<file path="config.mk">
export PLATFORM = sky130hd
export DESIGN_NAME = usb_host_regs
export DESIGN_NICKNAME = d
export VERILOG_FILES = /design/src/design/usb_host_regs_pkg.sv /design/src/design/usb_host_regs.sv
export SDC_FILE = /design/constraint.sdc
export NUM_CORES = 2
export LEC_CHECK = 0
export ABC_CLOCK_PERIOD_IN_PS = 68600
export BUFFER_PORTS_ARGS = -buffer_cell sky130_fd_sc_hd__buf_2
export CORE_ASPECT_RATIO = 1.25
export CORE_UTILIZATION = 45
export CTS_CLUSTER_SIZE = 25
export DETAILED_ROUTE_END_ITERATION = 8
export PLACE_DENSITY = 0.59
export SYNTH_ARGS = -nofsm -noshare
export SYNTH_HDL_FRONTEND = slang
export SYNTH_SLANG_ARGS = --single-unit
</file>
<file path="constraint.sdc">
create_clock -name core_clk -period 68.6 [get_ports core_clk]
set_clock_uncertainty 0.1 [all_clocks]
set_input_delay 6.86 -clock core_clk [delete_from_list [all_inputs] [get_ports core_clk]]
set_output_delay 6.86 -clock core_clk [all_outputs]
set_load 0.1 [all_outputs]
</file>
<file path="src/design/usb_host_regs_pkg.sv">
package usb_host_regs_pkg;

    // Core clock rate and the nanoseconds in a microsecond.
    localparam int CLK_MHZ = 50;
    localparam int NS_PER_US = 1000;

    // Supply dips shorter than this are ignored by the power-on pulse.
    localparam int DIP_IGNORE_NS = 11_000;
    // Least time, so the cycle count rounds up.
    localparam int DIP_CYCLES =
        (DIP_IGNORE_NS * CLK_MHZ + NS_PER_US - 1) / NS_PER_US;
    // Extra hold of the pulse after the supply passes the upper trip level.
    localparam int POWER_ON_HOLD_NS = 2_000;
    localparam int HOLD_CYCLES =
        (POWER_ON_HOLD_NS * CLK_MHZ + NS_PER_US - 1) / NS_PER_US;
    localparam int CNT_W = 16;

    // Processor address pins carry byte address bits 9 to 1.
    localparam int ADDR_MSB = 9;
    localparam int OFS_W = 10;

    // Capability words and their fixed contents, plus the chip identity word offset.
    localparam logic [9:0] CAP_LENGTH_OFS = 10'h000;
    localparam logic [9:0] STRUCT_PARAM_OFS = 10'h004;
    localparam logic [9:0] CAP_PARAM_OFS = 10'h008;
    localparam logic [9:0] CHIP_IDENTITY_OFS = 10'h304;
    localparam logic [7:0] CAPABILITY_LENGTH = 8'h20;
    localparam logic [15:0] INTERFACE_VERSION_BCD = 16'h0100;
    localparam logic [31:0] STRUCTURAL_PARAMETERS = 32'h0000_0011;
    localparam logic [31:0] CAPABILITY_PARAMETERS = 32'h0000_0086;

    // Field positions inside the structural parameters word.
    localparam int PORT_COUNT_LSB = 0;
    localparam int PORT_POWER_BIT = 4;
    localparam int ROUTING_BIT = 7;
    localparam int PER_COMPANION_LSB = 8;
    localparam int COMPANION_LSB = 12;
    localparam int INDICATOR_BIT = 16;
    localparam int DEBUG_PORT_LSB = 20;

    // Operational and configuration windows.
    localparam logic [9:0] OPER_LAST = 10'h1FF;
    localparam logic [9:0] CONFIG_FIRST = 10'h300;

    // How a stored register answers reads and writes.
    typedef enum logic [1:0] {
        ACC_RW = 2'b00,
        ACC_W1C = 2'b01,
        ACC_RC = 2'b10,
        ACC_WO = 2'b11
    } access_t;

    localparam int NUM_STORE = 34;
    localparam int SCRATCH_IDX = 16;
    localparam int SOFTWARE_RESET_IDX = 17;
    localparam int SOFT_RESET_BIT = 0;

    localparam logic [9:0] STORE_OFS [NUM_STORE] = '{
        10'h020, 10'h024, 10'h028, 10'h02C, 10'h060, 10'h064,
        10'h130, 10'h134, 10'h138, 10'h140, 10'h144, 10'h148,
        10'h150, 10'h154, 10'h158, 10'h300, 10'h308, 10'h30C,
        10'h310, 10'h314, 10'h318, 10'h31C, 10'h320, 10'h324,
        10'h328, 10'h32C, 10'h330, 10'h334, 10'h338, 10'h33C,
        10'h340, 10'h344, 10'h354, 10'h374};

    localparam logic [31:0] STORE_RESET [NUM_STORE] = '{
        32'h0008_0B00, 32'h0000_0000, 32'h0000_0000, 32'h0000_0000,
        32'h0000_0000, 32'h0000_2000, 32'h0000_0000, 32'hFFFF_FFFF,
        32'h0000_0000, 32'h0000_0000, 32'hFFFF_FFFF, 32'h0000_0000,
        32'h0000_0000, 32'hFFFF_FFFF, 32'h0000_0000, 32'h0000_0100,
        32'h0000_0000, 32'h0000_0000, 32'h0000_0000, 32'h0000_0000,
        32'h0000_0000, 32'h0000_0000, 32'h0000_0000, 32'h0000_0000,
        32'h0000_0000, 32'h0000_0000, 32'h0000_0000, 32'h0000_0000,
        32'h0000_0000, 32'h0000_0000, 32'h0000_000F, 32'h0000_0000,
        32'h03E8_1BA0, 32'h0086_0086};

    localparam access_t STORE_KIND [NUM_STORE] = '{
        ACC_RW, ACC_RW, ACC_RW, ACC_RW, ACC_RW, ACC_RW,
        ACC_RC, ACC_RW, ACC_RW, ACC_RC, ACC_RW, ACC_RW,
        ACC_RC, ACC_RW, ACC_RW, ACC_RW, ACC_RW, ACC_RW,
        ACC_W1C, ACC_RW, ACC_RW, ACC_RW, ACC_RW, ACC_RW,
        ACC_RW, ACC_RW, ACC_RW, ACC_RW, ACC_RW, ACC_RW,
        ACC_RW, ACC_WO, ACC_RW, ACC_RW};

    // Synchroniser idle pattern: reset pin low, strobes high, comparators low.
    localparam logic [5:0] SYNC_IDLE = 6'h1C;
    localparam int PIN_RESET = 5;
    localparam int PIN_RD = 4;
    localparam int PIN_WR = 3;
    localparam int PIN_CS = 2;
    localparam int PIN_HIGH = 1;
    localparam int PIN_LOW = 0;

    // Power-on pulse sequencer.
    typedef enum logic [1:0] {
        POR_WAIT_RISE = 2'b00,
        POR_HOLD = 2'b01,
        POR_RUN = 2'b10
    } por_state_t;

endpackage

</file>
<file path="src/design/usb_host_regs.sv">
`timescale 1ns/10ps
// How it works
// [RULE_01] Pulse starts high, drops after hold delay.
// [RULE_02] Supply dips under 11 us are ignored.
// [RULE_03] Dip over 11 us raises the pulse.
// [RULE_04] Host holds reset at least 3 ms; the bench releases the pin together with rst.
// [RULE_05] Works with reset pin tied or driven.
// [RULE_06] All registers decoded as 32-bit words.
// [RULE_07] 16-bit bus pairs two accesses per register.
// [RULE_08] Operational low, configuration from 0300h upward.
// [RULE_09] Capability length reads constant 20h.
// [RULE_10] Interface version reads constant 0100h.
// [RULE_11] Structural word reads 11h, low nibble ports.
// [RULE_12] Port power control bit reads one.
// [RULE_13] Debug port field reads zero.
// [RULE_14] Port indicator bit reads zero.
// [RULE_15] Companion count fields read zero.
// [RULE_16] Port routing bit reads zero.
// [RULE_17] Software writes zero to reserved bits.
// [RULE_18] Capability writes have no effect.
module usb_host_regs #(
    // Value is arbitrary; it only has to be a fixed identity.
    parameter logic [31:0] CHIP_IDENTITY = 32'h0000_5A5A
) (
    input wire logic core_clk,
    input wire logic rst,
    input wire logic reset_in_n,
    input wire logic cs_n,
    input wire logic rd_n,
    input wire logic wr_n,
    input wire logic [usb_host_regs_pkg::ADDR_MSB:1] addr,
    input wire logic [31:0] data_in,
    output logic [31:0] data_out,
    output logic data_oe,
    input wire logic bus_16bit_strap,
    input wire logic regulator_above_high,
    input wire logic regulator_below_low,
    output logic power_on_pulse,
    output logic chip_reset
);
    import usb_host_regs_pkg::*;

    ////////////////////////////////////////////////////////////////////////
    // Pin synchronisers.

    logic [5:0] raw_pins; // Asynchronous pins gathered into one vector.
    logic [5:0] sync1; // First stage, read only by the second stage.
    logic [5:0] sync2; // Second stage.
    logic [5:0] sync3; // Third stage.
    logic [5:0] filt; // Level that changes once stages two and three agree.

    assign raw_pins = {reset_in_n, rd_n, wr_n, cs_n,
                       regulator_above_high, regulator_below_low};

    // Three synchroniser flops per pin plus a filter flop; the agreement filter rejects one-cycle glitches.
    always_ff @(posedge core_clk or posedge rst) begin
        if (rst) begin
            sync1 <= SYNC_IDLE;
            sync2 <= SYNC_IDLE;
            sync3 <= SYNC_IDLE;
            filt <= SYNC_IDLE;
        end else begin
            sync1 <= raw_pins;
            sync2 <= sync1;
            sync3 <= sync2;
            filt <= (~(sync2 ^ sync3) & sync3) | ((sync2 ^ sync3) & filt);
        end
    end

    logic supply_high; // Regulator output above the upper trip level.
    logic supply_low; // Regulator output below the lower trip level.
    logic reset_pin_ok; // External reset pin released.

    assign supply_high = filt[PIN_HIGH];
    assign supply_low = filt[PIN_LOW];
    assign reset_pin_ok = filt[PIN_RESET];

    ////////////////////////////////////////////////////////////////////////
    // Power-on pulse.

    por_state_t por_state; // Sequencer state.
    logic [CNT_W-1:0] hold_cnt; // Cycles spent holding after the rise.
    logic [CNT_W-1:0] dip_cnt; // Cycles the supply has been low.
    logic dip_long; // Supply has been low for longer than the ignore time.

    assign dip_long = (dip_cnt == CNT_W'(DIP_CYCLES));

    // Counts a dip and saturates, so a long brown-out cannot wrap around.
    always_ff @(posedge core_clk or posedge rst) begin
        if (rst) begin
            dip_cnt <= '0;
        end else if (!supply_low) begin
            dip_cnt <= '0; // RULE_02
        end else if (!dip_long) begin
            dip_cnt <= dip_cnt + CNT_W'(1);
        end
    end

    // The pulse is high from reset until the supply is up plus the hold.
    always_ff @(posedge core_clk or posedge rst) begin
        if (rst) begin
            por_state <= POR_WAIT_RISE;
            power_on_pulse <= 1'b1; // RULE_01
            hold_cnt <= '0;
        end else if (dip_long) begin
            // A long dip wins over every other state.
            por_state <= POR_WAIT_RISE;
            power_on_pulse <= 1'b1; // RULE_03
            hold_cnt <= '0;
        end else begin
            case (por_state)
                POR_WAIT_RISE: begin
                    power_on_pulse <= 1'b1;
                    hold_cnt <= '0;
                    if (supply_high) begin
                        por_state <= POR_HOLD; // RULE_01
                    end
                end
                POR_HOLD: begin
                    if (hold_cnt == CNT_W'(HOLD_CYCLES - 1)) begin
                        por_state <= POR_RUN;
                        power_on_pulse <= 1'b0; // RULE_01
                    end else begin
                        hold_cnt <= hold_cnt + CNT_W'(1);
                    end
                end
                POR_RUN: begin
                    // Short dips land here and leave the pulse low.
                    power_on_pulse <= 1'b0; // RULE_02
                end
                default: begin
                    por_state <= POR_WAIT_RISE;
                    power_on_pulse <= 1'b1;
                end
            endcase
        end
    end

    // Either source resets the core: a tied pin leaves only the detector.
    always_ff @(posedge core_clk or posedge rst) begin
        if (rst) begin
            chip_reset <= 1'b1;
        end else begin
            chip_reset <= power_on_pulse || !reset_pin_ok; // RULE_05
        end
    end

    ////////////////////////////////////////////////////////////////////////
    // Bus width strap, caught once after reset release.

    logic bus16; // Data bus is 16 bits wide.
    logic strap_done; // Strap has been sampled.

    // The strap is static; sampling it once avoids a mid-access width change.
    always_ff @(posedge core_clk or posedge rst) begin
        if (rst) begin
            bus16 <= 1'b0;
            strap_done <= 1'b0;
        end else if (!strap_done) begin
            bus16 <= bus_16bit_strap;
            strap_done <= 1'b1;
        end
    end

    ////////////////////////////////////////////////////////////////////////
    // Access strobes.

    logic rd_act; // Read strobe active with chip select.
    logic wr_act; // Write strobe active with chip select.
    logic rd_act_d; // Read strobe one cycle ago.
    logic wr_act_d; // Write strobe one cycle ago.
    logic rd_start; // First cycle of a read access.
    logic wr_start; // First cycle of a write access.
    logic half_hi; // Access addresses the upper half word.
    logic [OFS_W-1:0] word_ofs; // Byte offset of the addressed word.

    assign rd_act = !filt[PIN_CS] && !filt[PIN_RD] && !chip_reset;
    assign wr_act = !filt[PIN_CS] && !filt[PIN_WR] && !chip_reset;
    assign rd_start = rd_act && !rd_act_d;
    assign wr_start = wr_act && !wr_act_d;
    assign half_hi = addr[1];
    assign word_ofs = {addr[ADDR_MSB:2], 2'b00}; // RULE_06

    // Edge memory for the strobes.
    always_ff @(posedge core_clk or posedge rst) begin
        if (rst) begin
            rd_act_d <= 1'b0;
            wr_act_d <= 1'b0;
        end else begin
            rd_act_d <= rd_act;
            wr_act_d <= wr_act;
        end
    end

    ////////////////////////////////////////////////////////////////////////
    // Write pairing.

    logic [15:0] wr_hold; // Low half word waiting for its upper half.
    logic wr_commit; // A full 32-bit word is written this cycle.
    logic [31:0] wr_data; // The full word being written.
    logic soft_clear; // Software asked for a register reset.

    assign wr_commit = wr_start && (!bus16 || half_hi); // RULE_07
    assign wr_data = bus16 ? {data_in[15:0], wr_hold} : data_in;

    // The low half only parks; nothing changes until the pair is complete.
    always_ff @(posedge core_clk or posedge rst) begin
        if (rst) begin
            wr_hold <= '0;
        end else if (wr_start && bus16 && !half_hi) begin
            wr_hold <= data_in[15:0]; // RULE_07
        end
    end

    // A one in the soft reset bit restores every register a cycle later.
    always_ff @(posedge core_clk or posedge rst) begin
        if (rst) begin
            soft_clear <= 1'b0;
        end else begin
            soft_clear <= wr_commit &&
                word_ofs == STORE_OFS[SOFTWARE_RESET_IDX] &&
                wr_data[SOFT_RESET_BIT];
        end
    end

    ////////////////////////////////////////////////////////////////////////
    // Register storage.

    logic [31:0] store [NUM_STORE]; // Registers with storage.
    logic rd_clear; // A full-word read is snapshotted this cycle.

    // The full word is snapshotted at the first half, so clear it there.
    assign rd_clear = rd_start && (!bus16 || !half_hi);

    // Capability words have no storage, so writes to them fall away.
    generate
        for (genvar i = 0; i < NUM_STORE; i++) begin : g_store
            always_ff @(posedge core_clk or posedge rst) begin
                if (rst) begin
                    store[i] <= STORE_RESET[i];
                end else if (chip_reset || soft_clear) begin
                    store[i] <= STORE_RESET[i];
                end else if (wr_commit && word_ofs == STORE_OFS[i]) begin
                    case (STORE_KIND[i])
                        ACC_RW: store[i] <= wr_data; // RULE_08
                        ACC_WO: store[i] <= wr_data;
                        ACC_W1C: store[i] <= store[i] & ~wr_data;
                        default: store[i] <= store[i];
                    endcase
                end else if (rd_clear && word_ofs == STORE_OFS[i] &&
                             STORE_KIND[i] == ACC_RC) begin
                    store[i] <= '0;
                end
            end
        end
    endgenerate

    ////////////////////////////////////////////////////////////////////////
    // Read path.

    logic [31:0] rd_word; // Current content of the addressed word.
    logic [31:0] rd_hold; // Word captured by the first half of a pair.

    // Unmapped words and write-only registers read as zero.
    always_comb begin
        rd_word = '0;
        if (word_ofs == CAP_LENGTH_OFS) begin
            rd_word = {INTERFACE_VERSION_BCD, 8'h00,
                       CAPABILITY_LENGTH}; // RULE_09 RULE_10
        end else if (word_ofs == STRUCT_PARAM_OFS) begin // RULE_12 RULE_14
            rd_word = STRUCTURAL_PARAMETERS; // RULE_11 RULE_13 RULE_15 RULE_16
        end else if (word_ofs == CAP_PARAM_OFS) begin
            rd_word = CAPABILITY_PARAMETERS; // RULE_18
        end else if (word_ofs == CHIP_IDENTITY_OFS) begin
            rd_word = CHIP_IDENTITY;
        end
        for (int i = 0; i < NUM_STORE; i++) begin
            if (word_ofs == STORE_OFS[i] && STORE_KIND[i] != ACC_WO) begin
                rd_word = store[i];
            end
        end
    end

    // Snapshot at the first half keeps both halves of one word coherent.
    always_ff @(posedge core_clk or posedge rst) begin
        if (rst) begin
            rd_hold <= '0;
        end else if (rd_clear) begin
            rd_hold <= rd_word; // RULE_07
        end
    end

    // Data is driven from the cycle after the strobe starts until it ends.
    always_ff @(posedge core_clk or posedge rst) begin
        if (rst) begin
            data_out <= '0;
            data_oe <= 1'b0;
        end else if (rd_start) begin
            data_oe <= 1'b1;
            if (!bus16) begin
                data_out <= rd_word; // RULE_06
            end else if (half_hi) begin
                data_out <= {16'h0000, rd_hold[31:16]}; // RULE_07
            end else begin
                data_out <= {16'h0000, rd_word[15:0]};
            end
        end else if (!rd_act) begin
            data_oe <= 1'b0;
        end
    end

    ////////////////////////////////////////////////////////////////////////
    // Checks.

    logic cap_written; // A write has reached the capability parameters word.
    // Remembers that write, so the check below only counts reads after it.
    always_ff @(posedge core_clk or posedge rst) begin
        if (rst) begin
            cap_written <= 1'b0;
        end else if (wr_commit && word_ofs == CAP_PARAM_OFS) begin
            cap_written <= 1'b1; // RULE_18
        end
    end
endmodule

</file>
# After elaboration in Yosys (flattened, before gate mapping)
# Cells that the tools add are included.
totals:
  reg_bits: 1202
  elab_cells: 333
op_classes:
  n_addsub: 2
  eq_ne: 49
  n_mux: 123
  bitwise_logic: 7
  reduce_logical: 101
ops:
  columns: ["op", "count"]
  rows:
  - ["$mux 32", 107]
  - ["$eq 8x8->1 const B", 19]
  - ["$mux 16", 5]
  - ["$eq 8x7->1 const B", 9]
  - ["$reduce_bool 2->1", 33]
  - ["$logic_and 1x1->1", 47]
  - ["$add 16x1->16 const B", 2]
  - ["$and 32x32->32", 1]
  - ["$eq 8x4->1 const B", 4]
  - ["$not 32->32", 1]
  - ["$pmux 16 s2", 1]
  - ["$eq 16x10->1 const B", 1]
  - ["$eq 16x7->1 const B", 1]
  - ["$eq 8x5->1 const B", 2]
  - ["$mux 15", 1]
  - ["$and 6x6->6", 2]
  - ["$logic_not 10->1", 1]
  - ["$ne 2x2->1 const B", 5]
  - ["$logic_not 1->1", 9]
  - ["$ne 3x3->1 const B", 3]
  - ["$eq 8x1->1 const B", 1]
  - ["$eq 8x2->1 const B", 1]
  - ["$reduce_and 2->1", 4]
  - ["$mux 2", 3]
  - ["13 further kinds", 19]

# Depth between registers and ports, before layout
depth:
  depth_word: 40
  depth_mapped: 14

# Least setup slack after synthesis
# OpenSTA, ideal clock, no wires.
synth_path:
  path_type: "input-to-reg"
  startpoint: "in addr[3] (netlist bit)"
  endpoint: "reg data_out[16]"
  setup_time_ns: 0.122
  t_arrival_ns: 8.736
  required_ns: 68.378
  slack_ns: 59.642
  path_stages: 11
  path_cell_list: "buf_2 > buf_4 > buf_4 > inv_1 > buf_4 > nand3_1 > a211oi_1 > nor4_1 > a2111oi_0 > o211ai_1 > a22o_1"
synth_between:
  elab_chain_cells: 37
  elab_cells_between_ends: 71
  cone_classes: "34 x eq/ne; 36 x mux; 1 x reduce/logical"
synth_lines:
  columns: ["element", "line_no", "rtl"]
  rows:
  - ["start, declared", "usb_host_regs.sv:31", "input wire logic [usb_host_regs_pkg::ADDR_MSB:1] addr,"]
  - ["$eq 8x1->1", "usb_host_regs.sv:270", "end else if (word_ofs == STRUCT_PARAM_OFS) begin"]
  - ["$mux 32", "usb_host_regs.sv:270", null]
  - ["$mux 32", "usb_host_regs.sv:267", "if (word_ofs == CAP_LENGTH_OFS) begin"]
  - ["$mux 32 (32 in a row)", "usb_host_regs.sv:278", "if (word_ofs == STORE_OFS[i] && STORE_KIND[i] != ACC_WO) begin"]
  - ["$mux 32 (*)", "usb_host_regs.sv:278", null]
  - ["$mux 32 (*)", "usb_host_regs.sv:300", "if (!bus16) begin"]
  - ["end signal, assigned", "usb_host_regs.sv:301", "data_out <= rd_word;"]
  - ["end signal, assigned", "usb_host_regs.sv:303", "data_out <= {16'h0000, rd_hold[31:16]};"]
  - ["end signal, assigned", "usb_host_regs.sv:305", "data_out <= {16'h0000, rd_word[15:0]};"]
  - ["end, declared", "usb_host_regs.sv:33", "output logic [31:0] data_out,"]
# Mark *: on every way between the ends. The rest lies on a longest branch, timed or not.
# A chain may end at the register's enable or synchronous reset.

# Worst setup path in the final report
layout_path:
  startpoint: "in addr[2] (netlist bit)"
  endpoint: "reg data_out[1]"
layout_between:
  elab_chain_cells: 40
  elab_cells_between_ends: 76
  cone_classes: "36 x eq/ne; 39 x mux; 1 x reduce/logical"
layout_lines:
  columns: ["element", "line_no", "rtl"]
  rows:
  - ["$eq 8x8->1", "usb_host_regs.sv:274", "end else if (word_ofs == CHIP_IDENTITY_OFS) begin"]
  - ["$mux 15", "usb_host_regs.sv:274", null]
  - ["$mux 32", "usb_host_regs.sv:272", "end else if (word_ofs == CAP_PARAM_OFS) begin"]
  - ["$mux 32", "usb_host_regs.sv:270", null]
  - ["$mux 32", "usb_host_regs.sv:267", null]
  - ["$mux 32 (32 in a row)", "usb_host_regs.sv:278", null]
  - ["$mux 32 (*)", "usb_host_regs.sv:278", null]
  - ["$mux 16", "usb_host_regs.sv:302", "end else if (half_hi) begin"]
  - ["$mux 32 (*)", "usb_host_regs.sv:300", null]
# Marked as above.

==> metrics <==
run status=completed; Die Y=379 um; Via density=6.61; HPWL after DPL=approximately 120000 um; CTS root buf=clkbuf_16; clock sinks=roughly 1.1k; setup tns final=0 ns; Slowest cell on crit path=a211oi_1; # resized after CTS=0; IO buf count=84; Setup CP Type=in2reg; vias=around 43k; sequential area share after synthesis=0.538; CTS Buf Count=around 110; worst reg2reg endpoint=store[529]; Slew Limit Fails=0; Final Cycle Share=0.166; Worst Setup SP=addr[2]; final instance area=56800 um^2; critical path, cell by cell=buf_6, buf_4, buf_4, or4bb_1, nor2_2, buf_4, a221oi_1, nand3_1, a211oi_1, a211oi_1, o221a_2; Tightest Hold Check Type=reg2reg; Synthesis Warnings=0; reg2reg path depth=8; Initial Util=0.455; Setup violations, final=0; pwr dens=27.8 nW/um^2; H-Tree Depth=3; Mapped Area=a little over 50000 um^2; crit path buf inv count=4; dominant synthesized flop cell=dfrtp_1; Final Critical Period=around 11 ns; Starting DRT DRC Count=approximately 5.6k; I/O pins=85; CTS tree=built; final hold vios=0; share of Yosys cell area claimed by the top area cell type=0.467; Worst Tran Pin Value=around 1.4 ns; layout cells sized above 1=0.144; Detailed Routing Iterations Pass 1=7; routed len/inst=approximately 30 um; largest net degree at the start of global routing=about 220; Critical Path Stages=11; first-pass GRT wire length=290000 um; cell repeated most along the worst path=buf_4; ys async rst share=1.00; Mapped Nets=roughly 5.2k; area grow syn2layout=11.3%; Tot GR Track Use=0.342; CORE AREA=112000 um^2; post-synthesis register bit count=between 1k and 1.5k; top cells by area, synth=dfrtp_1 47%, a211oi_1 12%, nor2_1 7.1%; cell family with most CP delay=buffers and inverters; antenna viol nets, final=0; Synth area leader=dfrtp_1; Max-Cap Viols=0; CP Max Fanout=61; # hold bufs at CTS=0; Avg Cell Area, Syn=between 9 and 10 um^2; total gr overflow=0; Final nets=between 5k and 6k; Slew HR=0.0809; clk_lat worst skew=about 0.77 ns; Worst Setup EP=data_out[1]; die footprint=between 100000 and 150000 um^2; GP Congestion=roughly 0.93; leakage=0.0228 uW; critical path's largest stage delay=0.95 ns; worst endpoint required time=69.19 ns; VDD IR max=0.0000322 V; Achievable Freq=around 88 MHz; commonest non-fill, non-tap cell in the layout=nor2_1; RSZ-0062 raised after global routing=false; Clk pin slew, worst setup/hold paths=approximately 0.060 ns; postcts setup bufs=0; most frequent cells in the layout=954 x nor2_1, 951 x dfrtp_1, 833 x a211oi_1, 316 x nand2_1, 166 x o21ai_0; number of synthesized flops with an enable pin=0; R2R setup slack=about 65 ns; r2r startpoint=chip_reset; Worst Path Arrival=11.99 ns; row cnt=137; placed cell areas=around 53000 um^2; Cells after Synth=roughly 5.2k; post-synth cell types=85; die width=303 um; antenna violations before repair=7; Worst Setup End Kind=flip-flop; number of global-route vias before repair=roughly 41k; clock tree buffer depth=3; drc violations=0; crit start category=input pin; WL final=about 200000 um
## per-layer routing
layer	global-route usage	wire (um)	up-vias
met3	0.0592	17500	542
li1	-	-	18658
met1	0.458	77200	21449
met5	0	15	-
met4	0.197	12400	2
met2	0.523	88800	2460
## per-stage QoR
| step | setup WS [ns] | hold slack (ns) | instances | utilization | total power [uW] |
|---|---|---|---|---|---|
| 2_1_floorplan | 31.18 | 0.231 | 5169 | - | 834 |
| 3_5_place_dp | 56.50 | 0.235 | 6307 | 0.472 | 935 |
| 6_report | 57.20 | 0.247 | 6520 | 0.507 | 1580 |
| 4_1_cts | 57.29 | 0.246 | 6519 | 0.507 | 1580 |
| 3_3_place_gp | 56.49 | 0.235 | 6307 | 0.472 | 934 |
| 5_1_grt | 56.78 | 0.259 | 6519 | 0.507 | 1620 |
## area by class of cell
class	count	area (um^2)
diodes	1	2.50
clock buffers	172	3370
clock inverters	40	536
fillers	10360	55300
inverters	12	52.6
multi-input cells	3507	21900
flip-flops and latches	1090	27500
well taps	1459	1830
repair buffers	239	1630
## registers in the layout, summed over array words and instances, names as in the netlist, 2 cells and up, named ones only
| name | flops |
|---|---|
| store | 960 |
| data_out | 32 |
| dip_cnt | 16 |
| hold_cnt | 16 |
| rd_hold | 16 |
| wr_hold | 16 |
| sync1 | 6 |
| sync2 | 6 |
| sync3 | 6 |
| por_state | 2 |
## how the worst min path moves through the flow
stage | start | to | slack [ns] | cells after the start
global route | sync1[5] | sync2[5] | 0.26 | 0
floorplan | sync1[0] | sync2[0] | 0.23 | 0
global placement | sync1[5] | sync2[5] | 0.24 | 0
finish | sync1[1] | sync2[1] | 0.25 | 0
CTS | sync1[5] | sync2[5] | 0.25 | 0
detailed placement | sync1[5] | sync2[5] | 0.23 | 0
## synth_stat cells (20+ instances only)
master / count
o311a_1: 33
a22oi_1: 95
mux2_2: 40
o211ai_1: 141
nor4_1: 20
a22o_1: 23
and3_1: 23
clkbuf_1: 385
a211oi_1: 833
o22ai_1: 98
and2_1: 27
nand3_1: 73
a221oi_1: 24
buf_4: 21
buf_2: 139
nor2_1: 969
mux2i_1: 53
nor3_1: 45
dfrtp_1: 952
nand2_1: 320
a21oi_1: 142
o21ai_0: 166
dfstp_2: 138
o221ai_1: 39
## worst reg2reg max path, delay by kind of cell, from the launching register on
family / cells / cell delay (ns)
buffers and inverters: 3 / 1.46
AND/OR/NAND/NOR: 3 / 1.43
flip-flops: 1 / 0.50
AO/OA/AOI/OAI: 2 / 0.46
## cells by family (layout without fill, tap and decap cells)
kind of cell               after synthesis  after routing  synth area share
AOI/OAI and AO/OA                     1774           1774             0.250
other                                    1              2         0.0000735
adders and majority gates               13             13           0.00289
buffers and inverters                  572            463            0.0470
muxes                                  108            108            0.0258
DFF                                   1090           1090             0.538
and+or+nand+nor                       1586           1586             0.132
xor gates and xnor gates                25             25           0.00429
## report_power, final
group	switching [uW]	leakage, uW	total, uW	internal [uW]
Sequential	15.7	0.0147	672	656
Combinational	213	0.00623	257	44.1
Clock	273	0.00191	650	377
Total	502	0.0228	1580	1080
(Power assumes the default switching activity.)
